[config.mk]
export PLATFORM = sky130hd
export DESIGN_NAME = cic_core_cfg
export DESIGN_NICKNAME = d
export VERILOG_FILES = /design/src/cic_pkg.sv /design/src/cic_core_cfg.sv /design/src/cic_reg_map.sv
export VERILOG_INCLUDE_DIRS = /design/src /design/src/src
export SDC_FILE = /design/constraint.sdc
export NUM_CORES = 1
export LEC_CHECK = 0
export ABC_AREA = 0
export BUFFER_PORTS_ARGS = -buffer_cell sky130_fd_sc_hd__buf_2
export CORE_UTILIZATION = 59
export CTS_BUF_LIST = sky130_fd_sc_hd__clkbuf_2 sky130_fd_sc_hd__clkbuf_4 sky130_fd_sc_hd__clkbuf_8
export CTS_CLUSTER_SIZE = 12
export DETAILED_ROUTE_END_ITERATION = 10
export PLACE_DENSITY_LB_ADDON = 0.15
export SYNTH_ARGS = -nofsm -noshare
export SYNTH_HDL_FRONTEND = slang
export SYNTH_SLANG_ARGS = --single-unit
[constraint.sdc]
create_clock -name clk_in -period 3.5 [get_ports clk_in]
set_input_delay 1.05 -clock clk_in [delete_from_list [all_inputs] [get_ports clk_in]]
set_output_delay 1.05 -clock clk_in [all_outputs]
set_load 0.01 [all_outputs]
[src/cic_defs.svh]
// constants of the core implementation configuration block
// assumes APB with 32-bit data and an 8-bit byte address
//
// Notes on behaviour
// - eight register windows, pointer wraps modulo eight
// - three extra global sets, 192 integer registers
// - ancillary read three registers, write two
// - trap copy register only in privileged mode
// - no integer deferred-trap queue, traps immediate
// - nonstandard mode flushes denormal results to zero
// - implementation and fpu version codes read-only
// - all trap mask and exception bits writable
// - fp traps precise, faulting result discarded
// - quad-precision ops trap, unimplemented for software emulation when operand bit 0 is clear, else illegal
// - privileged read of fp queue is illegal
`ifndef CIC_DEFS_SVH
`define CIC_DEFS_SVH

// ----------------------------------------------------------------
// register offsets (byte addresses)
// ----------------------------------------------------------------
`define CIC_OFF_CMD        8'h00
`define CIC_OFF_OPERAND    8'h04
`define CIC_OFF_RESULT     8'h08
`define CIC_OFF_TRAP       8'h0C
`define CIC_OFF_WINDOW     8'h10
`define CIC_OFF_FSR        8'h14
`define CIC_OFF_VERSION    8'h18
`define CIC_OFF_EXT_ARITH  8'h1C
`define CIC_OFF_INT_STATUS 8'h20
`define CIC_OFF_INT_MASK   8'h24

// ----------------------------------------------------------------
// field positions
// ----------------------------------------------------------------
`define CIC_CMD_OP_LSB     0
`define CIC_CMD_PRIV_BIT   4
`define CIC_CMD_SEL_LSB    5
`define CIC_CMD_GSET_LSB   10
`define CIC_CMD_EXT_BIT    12
`define CIC_FSR_CEXC_LSB   0
`define CIC_FSR_AEXC_LSB   5
`define CIC_FPU_VERSION_FIELD_LSB    17
`define CIC_FP_NONSTANDARD_MODE_BIT_BIT     22
`define CIC_FSR_MASK_LSB   23
`define CIC_VER_IMPL_LSB   16

// ----------------------------------------------------------------
// ancillary register numbers and sizes
// ----------------------------------------------------------------
`define CIC_ASR_EXT_ARITH  5'h1D
`define CIC_ASR_EXT_STATUS 5'h1E
`define CIC_ASR_TRAP_COPY  5'h1F
`define REGISTER_WINDOW_COUNT 8
`define CIC_INT_REG_TOTAL  192
`define CIC_WINDOW_REGS    16
`define CIC_GLOBAL_BASE    8'h80
`define CIC_EXT_BASE       8'hA0
`define CIC_RST_ZERO       32'h0000_0000

`endif

[src/cic_pkg.sv]
// types of the core implementation configuration block
// op and trap codes set here, other numeric constants in cic_defs.svh
package cic_pkg;

  // ----------------------------------------------------------------
  // command and trap codes
  // ----------------------------------------------------------------
  typedef enum logic [3:0] {
    CIC_OP_NOP      = 4'h0,
    CIC_OP_RD_ASR   = 4'h1,
    CIC_OP_WR_ASR   = 4'h2,
    CIC_OP_RD_PRIV  = 4'h3,
    CIC_OP_QUAD_FP  = 4'h4,
    CIC_OP_FP_RES   = 4'h5,
    CIC_OP_MAP_REG  = 4'h6,
    CIC_OP_SAVE     = 4'h7,
    CIC_OP_RESTORE  = 4'h8
  } cic_op_t;

  typedef enum logic [2:0] {
    CIC_TRAP_NONE    = 3'h0,
    CIC_TRAP_PRIV    = 3'h1,
    CIC_TRAP_ILLEGAL = 3'h2,
    CIC_TRAP_UNIMPL  = 3'h3,
    CIC_TRAP_FP_IEEE = 3'h4
  } cic_trap_t;

  // ----------------------------------------------------------------
  // bus carriers and module state
  // ----------------------------------------------------------------
  typedef struct packed {
    logic        psel;
    logic        penable;
    logic        pwrite;
    logic [7:0]  paddr;
    logic [31:0] pwdata;
  } cic_apb_req_t;

  typedef struct packed {
    logic [31:0] prdata;
    logic        pready;
    logic        pslverr;
  } cic_apb_rsp_t;

  typedef struct packed {
    logic [2:0]  cwp;
    logic [31:0] operand;
    logic [31:0] result;
    cic_trap_t   trap;
    logic        ns;
    logic [4:0]  fp_trap_enable_mask;
    logic [4:0]  aexc;
    logic [4:0]  cexc;
    logic [31:0] ext_arith;
    logic [31:0] ext_status;
    logic [31:0] trap_ext_arith;
    logic [5:0]  int_status;
    logic [5:0]  int_mask;
    logic [31:0] prdata;
  } cic_state_t;

endpackage : cic_pkg

[src/cic_core_cfg.sv]
// core implementation configuration: window pointer, ancillary
// registers, fp status and trap decisions behind an APB slave
// assumes an APB master on clk_in and software as the only party
//
// Register access over APB and the register offsets were decided locally.
`timescale 1ns/1ps
`include "cic_defs.svh"
module cic_core_cfg #(
  parameter logic [15:0] IMPL_CODE  = 16'h00A5, // arbitrary value
  parameter logic [2:0]  FPU_VER    = 3'h5      // arbitrary value
) (
  input  wire logic                 clk_in,
  input  wire logic                 rst_in,
  input  wire cic_pkg::cic_apb_req_t apb_req_in,
  output cic_pkg::cic_apb_rsp_t     apb_rsp_out,
  output logic                      irq_out,
  output logic [2:0]                trap_code_out
);

  cic_pkg::cic_state_t s_reg;
  cic_pkg::cic_state_t s_next;

  logic        wr_acc;
  logic        rd_setup;
  logic        acc;
  logic        mapped;
  logic [31:0] wd;
  logic [7:0]  addr;
  logic [31:0] rd_mux;
  logic [31:0] fsr_view;
  logic [31:0] ver_view;
  logic [3:0]  cmd_op;
  logic        cmd_priv;
  logic [4:0]  cmd_sel;
  logic [1:0]  cmd_gset;
  logic        cmd_ext;
  logic [7:0]  phys_idx;
  logic        is_denorm;
  logic [4:0]  raised;
  logic [5:0]  evt_set;
  logic [5:0]  evt_clr;

  // ----------------------------------------------------------------
  // bus decode
  // ----------------------------------------------------------------
  assign addr     = apb_req_in.paddr;
  assign wd       = apb_req_in.pwdata;
  assign acc      = apb_req_in.psel & apb_req_in.penable;
  assign wr_acc   = acc & apb_req_in.pwrite & mapped;
  assign rd_setup = apb_req_in.psel & ~apb_req_in.penable & ~apb_req_in.pwrite;

  // command word fields
  assign cmd_op   = wd[`CIC_CMD_OP_LSB +: 4];
  assign cmd_priv = wd[`CIC_CMD_PRIV_BIT];
  assign cmd_sel  = wd[`CIC_CMD_SEL_LSB +: 5];
  assign cmd_gset = wd[`CIC_CMD_GSET_LSB +: 2];
  assign cmd_ext  = wd[`CIC_CMD_EXT_BIT];

  // address decode, unmapped words answer with an error
  always_comb
  begin
    case (addr)
      `CIC_OFF_CMD,
      `CIC_OFF_OPERAND,
      `CIC_OFF_RESULT,
      `CIC_OFF_TRAP,
      `CIC_OFF_WINDOW,
      `CIC_OFF_FSR,
      `CIC_OFF_VERSION,
      `CIC_OFF_EXT_ARITH,
      `CIC_OFF_INT_STATUS,
      `CIC_OFF_INT_MASK: mapped = 1'b1;
      default:           mapped = 1'b0;
    endcase
  end

  // ----------------------------------------------------------------
  // register views
  // ----------------------------------------------------------------
  // fp status view and fixed version fields
  always_comb
  begin
    fsr_view = `CIC_RST_ZERO;
    fsr_view[`CIC_FSR_CEXC_LSB +: 5] = s_reg.cexc;
    fsr_view[`CIC_FSR_AEXC_LSB +: 5] = s_reg.aexc;
    fsr_view[`CIC_FPU_VERSION_FIELD_LSB +: 3]  = FPU_VER;
    fsr_view[`CIC_FP_NONSTANDARD_MODE_BIT_BIT]        = s_reg.ns;
    fsr_view[`CIC_FSR_MASK_LSB +: 5] = s_reg.fp_trap_enable_mask;
    ver_view = `CIC_RST_ZERO;
    ver_view[`CIC_VER_IMPL_LSB +: 16] = IMPL_CODE;
    ver_view[4:0] = 5'(`REGISTER_WINDOW_COUNT - 1);
  end

  // read data selection
  always_comb
  begin
    case (addr)
      `CIC_OFF_OPERAND:    rd_mux = s_reg.operand;
      `CIC_OFF_RESULT:     rd_mux = s_reg.result;
      `CIC_OFF_TRAP:       rd_mux = {29'h0000_0000, s_reg.trap};
      `CIC_OFF_WINDOW:     rd_mux = {29'h0000_0000, s_reg.cwp};
      `CIC_OFF_FSR:        rd_mux = fsr_view;
      `CIC_OFF_VERSION:    rd_mux = ver_view;
      `CIC_OFF_EXT_ARITH:  rd_mux = s_reg.ext_arith;
      `CIC_OFF_INT_STATUS: rd_mux = {26'h000_0000, s_reg.int_status};
      `CIC_OFF_INT_MASK:   rd_mux = {26'h000_0000, s_reg.int_mask};
      default:             rd_mux = `CIC_RST_ZERO;
    endcase
  end

  // ----------------------------------------------------------------
  // register mapping helper
  // ----------------------------------------------------------------
  cic_reg_map u_map (
    .cwp_in       (s_reg.cwp),
    .reg_num_in   (cmd_sel),
    .gset_in      (cmd_gset),
    .ext_in       (cmd_ext),
    .phys_idx_out (phys_idx)
  );

  // single-precision denormal: zero exponent, nonzero fraction
  assign is_denorm = (s_reg.operand[30:23] == 8'h00) & (s_reg.operand[22:0] != 23'h00_0000);
  assign raised    = cmd_sel;

  // ----------------------------------------------------------------
  // next state
  // ----------------------------------------------------------------
  always_comb
  begin
    s_next  = s_reg;
    evt_set = 6'h00;
    evt_clr = 6'h00;
    if (rd_setup)
      s_next.prdata = rd_mux;
    if (wr_acc)
    begin
      case (addr)
        `CIC_OFF_OPERAND:   s_next.operand = wd;
        `CIC_OFF_WINDOW:    s_next.cwp = wd[2:0];
        `CIC_OFF_EXT_ARITH: s_next.ext_arith = wd;
        `CIC_OFF_FSR:
        begin
          s_next.cexc = wd[`CIC_FSR_CEXC_LSB +: 5];
          s_next.aexc = wd[`CIC_FSR_AEXC_LSB +: 5];
          s_next.ns   = wd[`CIC_FP_NONSTANDARD_MODE_BIT_BIT];
          s_next.fp_trap_enable_mask = wd[`CIC_FSR_MASK_LSB +: 5];
        end
        `CIC_OFF_INT_STATUS: evt_clr = wd[5:0];
        `CIC_OFF_INT_MASK:   s_next.int_mask = wd[5:0];
        `CIC_OFF_CMD:
        begin
          s_next.trap = cic_pkg::CIC_TRAP_NONE;
          evt_set[5]  = 1'b1;
          case (cmd_op)
            cic_pkg::CIC_OP_RD_ASR:
            begin
              if (cmd_sel == `CIC_ASR_EXT_ARITH)
                s_next.result = s_reg.ext_arith;
              else if (cmd_sel == `CIC_ASR_EXT_STATUS)
                s_next.result = s_reg.ext_status;
              else if (cmd_sel == `CIC_ASR_TRAP_COPY)
              begin
                if (cmd_priv)
                  s_next.result = s_reg.trap_ext_arith;
                else
                  s_next.trap = cic_pkg::CIC_TRAP_PRIV;
              end
              else
                s_next.trap = cic_pkg::CIC_TRAP_ILLEGAL;
            end
            cic_pkg::CIC_OP_WR_ASR:
            begin
              if (cmd_sel == `CIC_ASR_EXT_STATUS)
                s_next.ext_status = s_reg.operand;
              else if (cmd_sel == `CIC_ASR_TRAP_COPY)
              begin
                if (cmd_priv)
                  s_next.trap_ext_arith = s_reg.operand;
                else
                  s_next.trap = cic_pkg::CIC_TRAP_PRIV;
              end
              else
                s_next.trap = cic_pkg::CIC_TRAP_ILLEGAL;
            end
            cic_pkg::CIC_OP_RD_PRIV:
              s_next.trap = cic_pkg::CIC_TRAP_ILLEGAL;
            cic_pkg::CIC_OP_QUAD_FP:
              s_next.trap = s_reg.operand[0] ? cic_pkg::CIC_TRAP_ILLEGAL
                                             : cic_pkg::CIC_TRAP_UNIMPL;
            cic_pkg::CIC_OP_FP_RES:
            begin
              s_next.cexc = raised;
              if ((raised & s_reg.fp_trap_enable_mask) != 5'h00)
                s_next.trap = cic_pkg::CIC_TRAP_FP_IEEE;
              else
              begin
                s_next.aexc = s_reg.aexc | raised;
                if (s_reg.ns && is_denorm)
                begin
                  s_next.result = {s_reg.operand[31], 31'h0000_0000};
                  evt_set[4]    = 1'b1;
                end
                else
                  s_next.result = s_reg.operand;
              end
            end
            cic_pkg::CIC_OP_MAP_REG:
              s_next.result = {24'h00_0000, phys_idx};
            cic_pkg::CIC_OP_SAVE:    s_next.cwp = s_reg.cwp + 3'h1;
            cic_pkg::CIC_OP_RESTORE: s_next.cwp = s_reg.cwp - 3'h1;
            cic_pkg::CIC_OP_NOP:     s_next.trap = cic_pkg::CIC_TRAP_NONE;
            default:                 s_next.trap = cic_pkg::CIC_TRAP_ILLEGAL;
          endcase
          // trap events
          case (s_next.trap)
            cic_pkg::CIC_TRAP_PRIV:    evt_set[0] = 1'b1;
            cic_pkg::CIC_TRAP_ILLEGAL: evt_set[1] = 1'b1;
            cic_pkg::CIC_TRAP_UNIMPL:  evt_set[2] = 1'b1;
            cic_pkg::CIC_TRAP_FP_IEEE: evt_set[3] = 1'b1;
            default:                   evt_set[0] = 1'b0;
          endcase
        end
        default: s_next.prdata = s_reg.prdata;
      endcase
    end
    // sticky status, a new event wins over its clear
    s_next.int_status = (s_reg.int_status & ~evt_clr) | evt_set;
  end

  // ----------------------------------------------------------------
  // state register
  // ----------------------------------------------------------------
  always_ff @(posedge clk_in)
  begin
    if (rst_in)
    begin
      s_reg.cwp                 <= 3'h0;
      s_reg.operand             <= `CIC_RST_ZERO;
      s_reg.result              <= `CIC_RST_ZERO;
      s_reg.trap                <= cic_pkg::CIC_TRAP_NONE;
      s_reg.ns                  <= 1'b0;
      s_reg.fp_trap_enable_mask <= 5'h00;
      s_reg.aexc                <= 5'h00;
      s_reg.cexc                <= 5'h00;
      s_reg.ext_arith           <= `CIC_RST_ZERO;
      s_reg.ext_status          <= `CIC_RST_ZERO;
      s_reg.trap_ext_arith      <= `CIC_RST_ZERO;
      s_reg.int_status          <= 6'h00;
      s_reg.int_mask            <= 6'h00;
      s_reg.prdata              <= `CIC_RST_ZERO;
    end
    else
      s_reg <= s_next;
  end

  // ----------------------------------------------------------------
  // outputs
  // ----------------------------------------------------------------
  assign apb_rsp_out.prdata  = s_reg.prdata;
  assign apb_rsp_out.pready  = 1'b1;             // zero wait states
  assign apb_rsp_out.pslverr = acc & ~mapped;
  assign irq_out             = |(s_reg.int_status & s_reg.int_mask);
  assign trap_code_out       = s_reg.trap;

endmodule : cic_core_cfg

[src/cic_reg_map.sv]
// maps an architectural integer register to its physical index
// assumes a window pointer already wrapped to three bits
`timescale 1ns/1ps
`include "cic_defs.svh"
module cic_reg_map (
  input  wire logic [2:0] cwp_in,
  input  wire logic [4:0] reg_num_in,
  input  wire logic [1:0] gset_in,
  input  wire logic       ext_in,
  output logic      [7:0] phys_idx_out
);

  logic [2:0] next_win;
  logic [7:0] win_base;
  logic [7:0] next_base;

  // ----------------------------------------------------------------
  // window bases, outs of one window are ins of the next
  // ----------------------------------------------------------------
  // wrap window index
  assign next_win  = cwp_in + 3'h1;
  assign win_base  = {1'b0, cwp_in, 4'h0};
  assign next_base = {1'b0, next_win, 4'h0};

  always_comb
  begin
    if (ext_in)
      phys_idx_out = `CIC_EXT_BASE + {3'h0, reg_num_in};
    else if (reg_num_in[4:3] == 2'h0)
      phys_idx_out = `CIC_GLOBAL_BASE + {3'h0, gset_in, reg_num_in[2:0]};
    else if (reg_num_in[4:3] == 2'h1)
      phys_idx_out = next_base + {5'h01, reg_num_in[2:0]}; // outs
    else if (reg_num_in[4:3] == 2'h2)
      phys_idx_out = win_base + {5'h00, reg_num_in[2:0]};  // locals
    else
      phys_idx_out = win_base + {5'h01, reg_num_in[2:0]};  // ins
  end

endmodule : cic_reg_map

# --- After elaboration in Yosys (flattened, before gate mapping) ---
# Index checks and enable logic that the tools add are counted.
totals:
  out_inout_bits: 38
  word_cells: 136
  input_bits: 45
  reg_bits: 226
classes:
  n_eq_ne: 32
  addsub: 7
  bitwise: 17
  n_mux: 41
  reduce_logical: 25
op_table:
  columns: ["cell", "n"]
  rows:
  - ["case mux 32 bit (9 select lines)", 1]
  - ["2-to-1 mux 32 bit", 8]
  - ["case mux 32 bit (3 select lines)", 1]
  - ["== test 8 x 5 -> 1 bit (second input constant)", 4]
  - ["2-to-1 mux 8 bit", 4]
  - ["2-to-1 mux 31 bit", 1]
  - ["2-to-1 mux 6 bit", 4]
  - ["nonzero test 23 bit", 1]
  - ["case mux 10 bit (2 select lines)", 1]
  - ["adder 7 x 4 -> 8 bit", 2]
  - ["adder 8 x 5 -> 8 bit (first input constant)", 2]
  - ["== test 4 x 3 -> 1 bit (second input constant)", 4]
  - ["== test 8 x 4 -> 1 bit (second input constant)", 2]
  - ["== test 8 x 6 -> 1 bit (second input constant)", 2]
  - ["zero test 8 bit", 2]
  - ["== test 5 bit (second input constant)", 3]
  - ["2-to-1 mux 3 bit", 5]
  - ["case mux 3 bit (5 select lines)", 1]
  - ["bitwise AND 6 bit", 2]
  - ["case mux 3 bit (2 select lines)", 2]
  - ["AND reduction 6 bit", 2]
  - ["2-to-1 mux 1 bit", 10]
  - ["2-to-1 mux 10 bit", 1]
  - ["AND reduction 2 bit", 5]
  - ["other kinds (36)", 52]

# --- Longest topological paths before layout ---
logic_depth:
  ltp_word: 12
  ltp_mapped: 10

# --- Hierarchy ---
# Synthesis repeated with hierarchy kept, for this count alone.
unflattened:
  hier_cells: 1379
  hier_area_um2: 10835.4
modules_own_cells:
  columns: ["mod", "instances", "area_each_um2", "seq_area_each_um2", "cells_per_inst"]
  rows:
  - ["cic_core_cfg", 1, 10710.3, 4524.3, 1361]
  - ["cic_reg_map", 1, 125.1, 0.0, 18]

# --- Worst setup path after synthesis ---
# OpenSTA, ideal clock, no wires.
synth_timing:
  path_type: "in2reg"
  start: "input port apb_req_in[35] (netlist bit)"
  end: "register s_reg[97] (netlist bit)"
  t_arrival_ns: 2.833
  n_path_buf: 4
  setup_slack_ns: 0.527
  t_required_ns: 3.360
  setup_time_ns: 0.140
  cell_stages: 10
  cell_sequence: "buf_2 nor4b_2 nand3b_1 buf_2 o31a_4 buf_6 a2111o_1 buf_2 nand2_1 a21oi_1"
synth_between:
  elab_chain_cells: 5
  elab_cells_between_ends: 14
  cone_classes: "9 x eq/ne; 1 x mux; 1 x bitwise; 3 x reduce/logical"
synth_rtl:
  columns: ["element", "line", "rtl"]
  rows:
  - ["start: declaration", "cic_core_cfg.sv:14", "input wire cic_pkg::cic_apb_req_t apb_req_in,"]
  - ["== test 8 x 5 -> 1 bit, or another cell as far along", "cic_core_cfg.sv:62", "case (addr)"]
  - ["OR reduction 10 bit", "cic_core_cfg.sv:62", null]
  - ["2-to-1 mux 1 bit", "cic_core_cfg.sv:62", null]
  - ["bitwise AND 1 bit", "cic_core_cfg.sv:49", "assign wr_acc = acc & apb_req_in.pwrite & mapped;"]
  - ["AND reduction 4 bit (no line) *", null, null]
  - ["end signal: assignment", "cic_core_cfg.sv:254", "s_reg <= s_next;"]
  - ["end: declaration", "cic_core_cfg.sv:20", "cic_pkg::cic_state_t s_reg;"]
# Mark *: on every way between the ends. The rest lies on a longest branch, timed or not.
# A chain may end at the register's enable or synchronous reset.

==> reports/results.env <==
MAX-CAP-VIOLATIONS=0
SYNTH_EDF_COUNT=0
SYNTH_NETS=1363
POST-ROUTE-PERIOD-UTIL_PCT=81.3
ANT_NETS=0
OUTCOME='completed'
FINAL-HOLD-VIOLATION-COUNT=0
SORT_OF_ELEMENT_AT_THE_START_OF_THE_CRITICAL_PATH='input pin'
HOLD-WORST-SLACK_NS=0.452
SYNTH-MAIN-FF-CELL='sky130_fd_sc_hd__dfxtp_1'
TRITONCTS='done'
CRITICAL_PATH_PEAK_FANOUT=5
CELLLEAKAGEPOWER_nW=3.92
PORT_BUFFERS=81
WORST_IR_DROP_VDD_mV=0.312
DIE_FOOTPRINT_UM2=18500
NUMCLOCKSINKS=226
SYNTH-SEQ-CELLS=226
GRT_PASS1_VIAS=9042
TIMING.FINAL.MAX_SLEW_VIOLATIONS=0
SYNTH_ASYNC_SR_FLOP_SHARE_PCT=0
COUNT_OF_SYNTHESIS_STAGE_WARNINGS_FROM_YOSYS=0
SEQ_AREA_FRAC_SYNTH_PCT=42.7
FINAL_CORE_UTILIZATION_PCT=66.8
TOTALWIRELENGTH_UM=31300
LARGEST_REGISTER_FF_COUNT=175
GRT_SETUP_UNREPAIRED='no'
GR-USAGE-ALL-LAYERS_PCT=33.7
ROUTABILITYCONGESTION=0.912
IOPINCOUNT=83
GLOBALROUTEOVERFLOWTOTAL=0
CRITICAL_PATH.STARTPOINT='apb_req_in[33]'
CLOCK_SKEW_NS=0.0222
SLEW_WORST_PIN_NS=0.944
LAYOUT_COMMONEST_CELL='sky130_fd_sc_hd__nand2_1'
LAYOUT_COMMON_CELLS='sky130_fd_sc_hd__nand2_1 (296), sky130_fd_sc_hd__dfxtp_1 (226), sky130_fd_sc_hd__a21oi_1 (142), sky130_fd_sc_hd__nor2_1 (109), sky130_fd_sc_hd__buf_2 (80)'
POST_SYNTH_NUM_CELL_TYPES=64
GRT_MAX_DEGREE=185
ANTENNA_VIOLATIONS_BEFORE_REPAIR=0
SYNTH_AREA_UM2=10600
SYNTH_CELLS=1316
CORE_REGION_AREA_UM2=17400
WORST-SETUP-PATH-TYPE='in2out'
CRITPATHREQUIREDTIME_NS=2.45
POST_CTS_HOLD_BUFFER_COUNT=0
GLOBAL_ROUTE_WIRE_LENGTH_BEFORE_REPAIR_UM=48500
NNETSFINAL=1381
POST-SYNTH-TOP-AREA-FRACTION_PCT=42.7
SUM_OF_NET_HALF_PERIMETERS_AFTER_DETAILED_PLACEMENT_UM=19300
NFILLCELLS=1532
REMAINING_DRC_ERRORS=0
VIAS=9919
CTS_ROOT_BUFFER='sky130_fd_sc_hd__clkbuf_8'
SYNTH_AREA_LEADER_CELL='sky130_fd_sc_hd__dfxtp_1'
DRT-WIRELENGTH-PER-CELL_UM=19.9
NUMBER_OF_SETUP_BUFFERS_ADDED_AFTER_CTS=0
CRIT_PATH_END_KIND='output port'
FLOORPLAN.INITIALDENSITY_PCT=60.8
FINAL_LAYOUT_SIZE_SUFFIX_GT1_SHARE_PCT=17.2
DIE_H_UM=136
WORST_HOLD_CLASS='reg2reg'
TIMING.SLEW.HEADROOM_PCT=37.1
DRT_ITER0_DRC=1051
INSERTEDDIODECOUNT=0
RATIO_OF_TOTAL_POWER_TO_CELL_AREA_nW_PER_UM2=441
CLOCK_INSERTION_DELAY_WORST_SKEW_NS=0.54
FLOORPLAN.DIE.WIDTH_UM=136
SYNTH_AREA_PER_CELL_UM2=8.05
DRT-VIAS-PER-INSTANCE=6.29
FLOW.AREA_GROWTH_FROM_SYNTHESIS_PCT=9.86
DETAILEDROUTE.FIRSTPASSITERATIONCOUNT=7
HTREE_NUM_LEVELS=2
CLOCK.FMAX_GHz=0.352
TIMING.CRITICAL_PATH.ARRIVAL_NS=1.79
SYNTHTOPCELLSBYAREA='sky130_fd_sc_hd__dfxtp_1 (43%), sky130_fd_sc_hd__nand2_1 (10%), sky130_fd_sc_hd__a21oi_1 (6.7%), sky130_fd_sc_hd__mux2i_1 (4.7%), sky130_fd_sc_hd__nor2_1 (3.9%)'
POST_CTS_RESIZE_COUNT=0
FIN_TNS_SETUP_NS=0
CLK_PIN_SLEW_WORST_PATHS_NS=0.06
LAYOUT_MIN_CYCLE_TIME_NS=2.84
WORST_REG2REG_PATH_STARTPOINT='s_reg[211]'
ROW_COUNT=48
HOLD_START='s_reg[63]'
CTS_BUFFERS=38
CLOCK_TREE.BUFFER_DEPTH=3
REPORT.FINAL.SETUP_VIOL=0
cell families (layout without fill, tap and decap cells):
family	Yosys count	in the layout	synth area share, %
AO/OA/AOI/OAI	409	409	26.0
adder cells (fa/ha/maj)	2	2	0.236
buffers and inverters	150	185	7.19
flip-flops	226	226	42.7
multiplexers	52	52	4.94
other	1	1	0.0354
AND/OR/NAND/NOR	476	476	18.8
area by class of cell:
type,count,area [µm²],share of cell area [%]
Inverter,8,30.0,0.258
Tap cell,225,282,2.42
Clock buffer,56,689,5.92
Clock inverter,1,8.76,0.0753
Sequential cell,226,4520,38.9
Timing Repair Buffer,120,767,6.59
Multi-Input combinational cell,940,5340,45.9
report_power, final:
group	total, W	switching (W)	internal (W)
Combinational	0.000276	0.000193	0.0000830
Sequential	0.00260	0.00000863	0.00259
Clock	0.00225	0.00101	0.00124
final timing paths:
path              depth (start not counted)        endpoint  slack, ns
setup / recovery                          4  apb_rsp_out[0]       0.66
hold / removal                            2       s_reg[63]       0.45
setup reg to reg                          7      s_reg[177]       1.35
hold reg to reg                           2       s_reg[63]       0.45
Yosys cell counts (8+ instances only):
cell                       instances
sky130_fd_sc_hd__a211oi_2         27
sky130_fd_sc_hd__nand2_1         296
sky130_fd_sc_hd__nor2_1          111
sky130_fd_sc_hd__a221oi_1         12
sky130_fd_sc_hd__inv_1             8
sky130_fd_sc_hd__o21ai_0          77
sky130_fd_sc_hd__a22oi_1          27
sky130_fd_sc_hd__nor4_1            8
sky130_fd_sc_hd__a21oi_1         142
sky130_fd_sc_hd__mux2i_1          50
sky130_fd_sc_hd__a222oi_1         11
sky130_fd_sc_hd__buf_2            27
sky130_fd_sc_hd__a31oi_1          58
sky130_fd_sc_hd__dfxtp_1         226
sky130_fd_sc_hd__a22o_1            9
sky130_fd_sc_hd__nor3_1            8
sky130_fd_sc_hd__buf_4            42
sky130_fd_sc_hd__clkbuf_1         71
sky130_fd_sc_hd__nand3_1          10
worst max-delay path, stage by stage:
cell                      delay (ns)
sky130_fd_sc_hd__buf_2          0.13
sky130_fd_sc_hd__nor4_1         0.36
sky130_fd_sc_hd__a21oi_1        0.10
sky130_fd_sc_hd__buf_2          0.15
per-stage QoR:
step / worst slack [ns] / instance area (µm²) / total power (W) / std cells
4_1_cts: 0.649 / 11600 / 0.00515 / 1576
3_3_place_gp: 0.285 / 10900 / 0.00292 / 1519
5_1_grt: 0.572 / 11600 / 0.00527 / 1576
2_1_floorplan: 0.527 / 10600 / 0.00283 / 1316
6_report: 0.656 / 11600 / 0.00513 / 1576
3_5_place_dp: 0.207 / 10900 / 0.00292 / 1519
metal layers:
layer / GRT usage [%] / share of wire, %
met4: 16.4 / 3.6
met1: 44.5 / 42
met5: 0 / 0
met2: 52.8 / 45
met3: 6.15 / 8.8
Power figures use the tool's default switching activity.
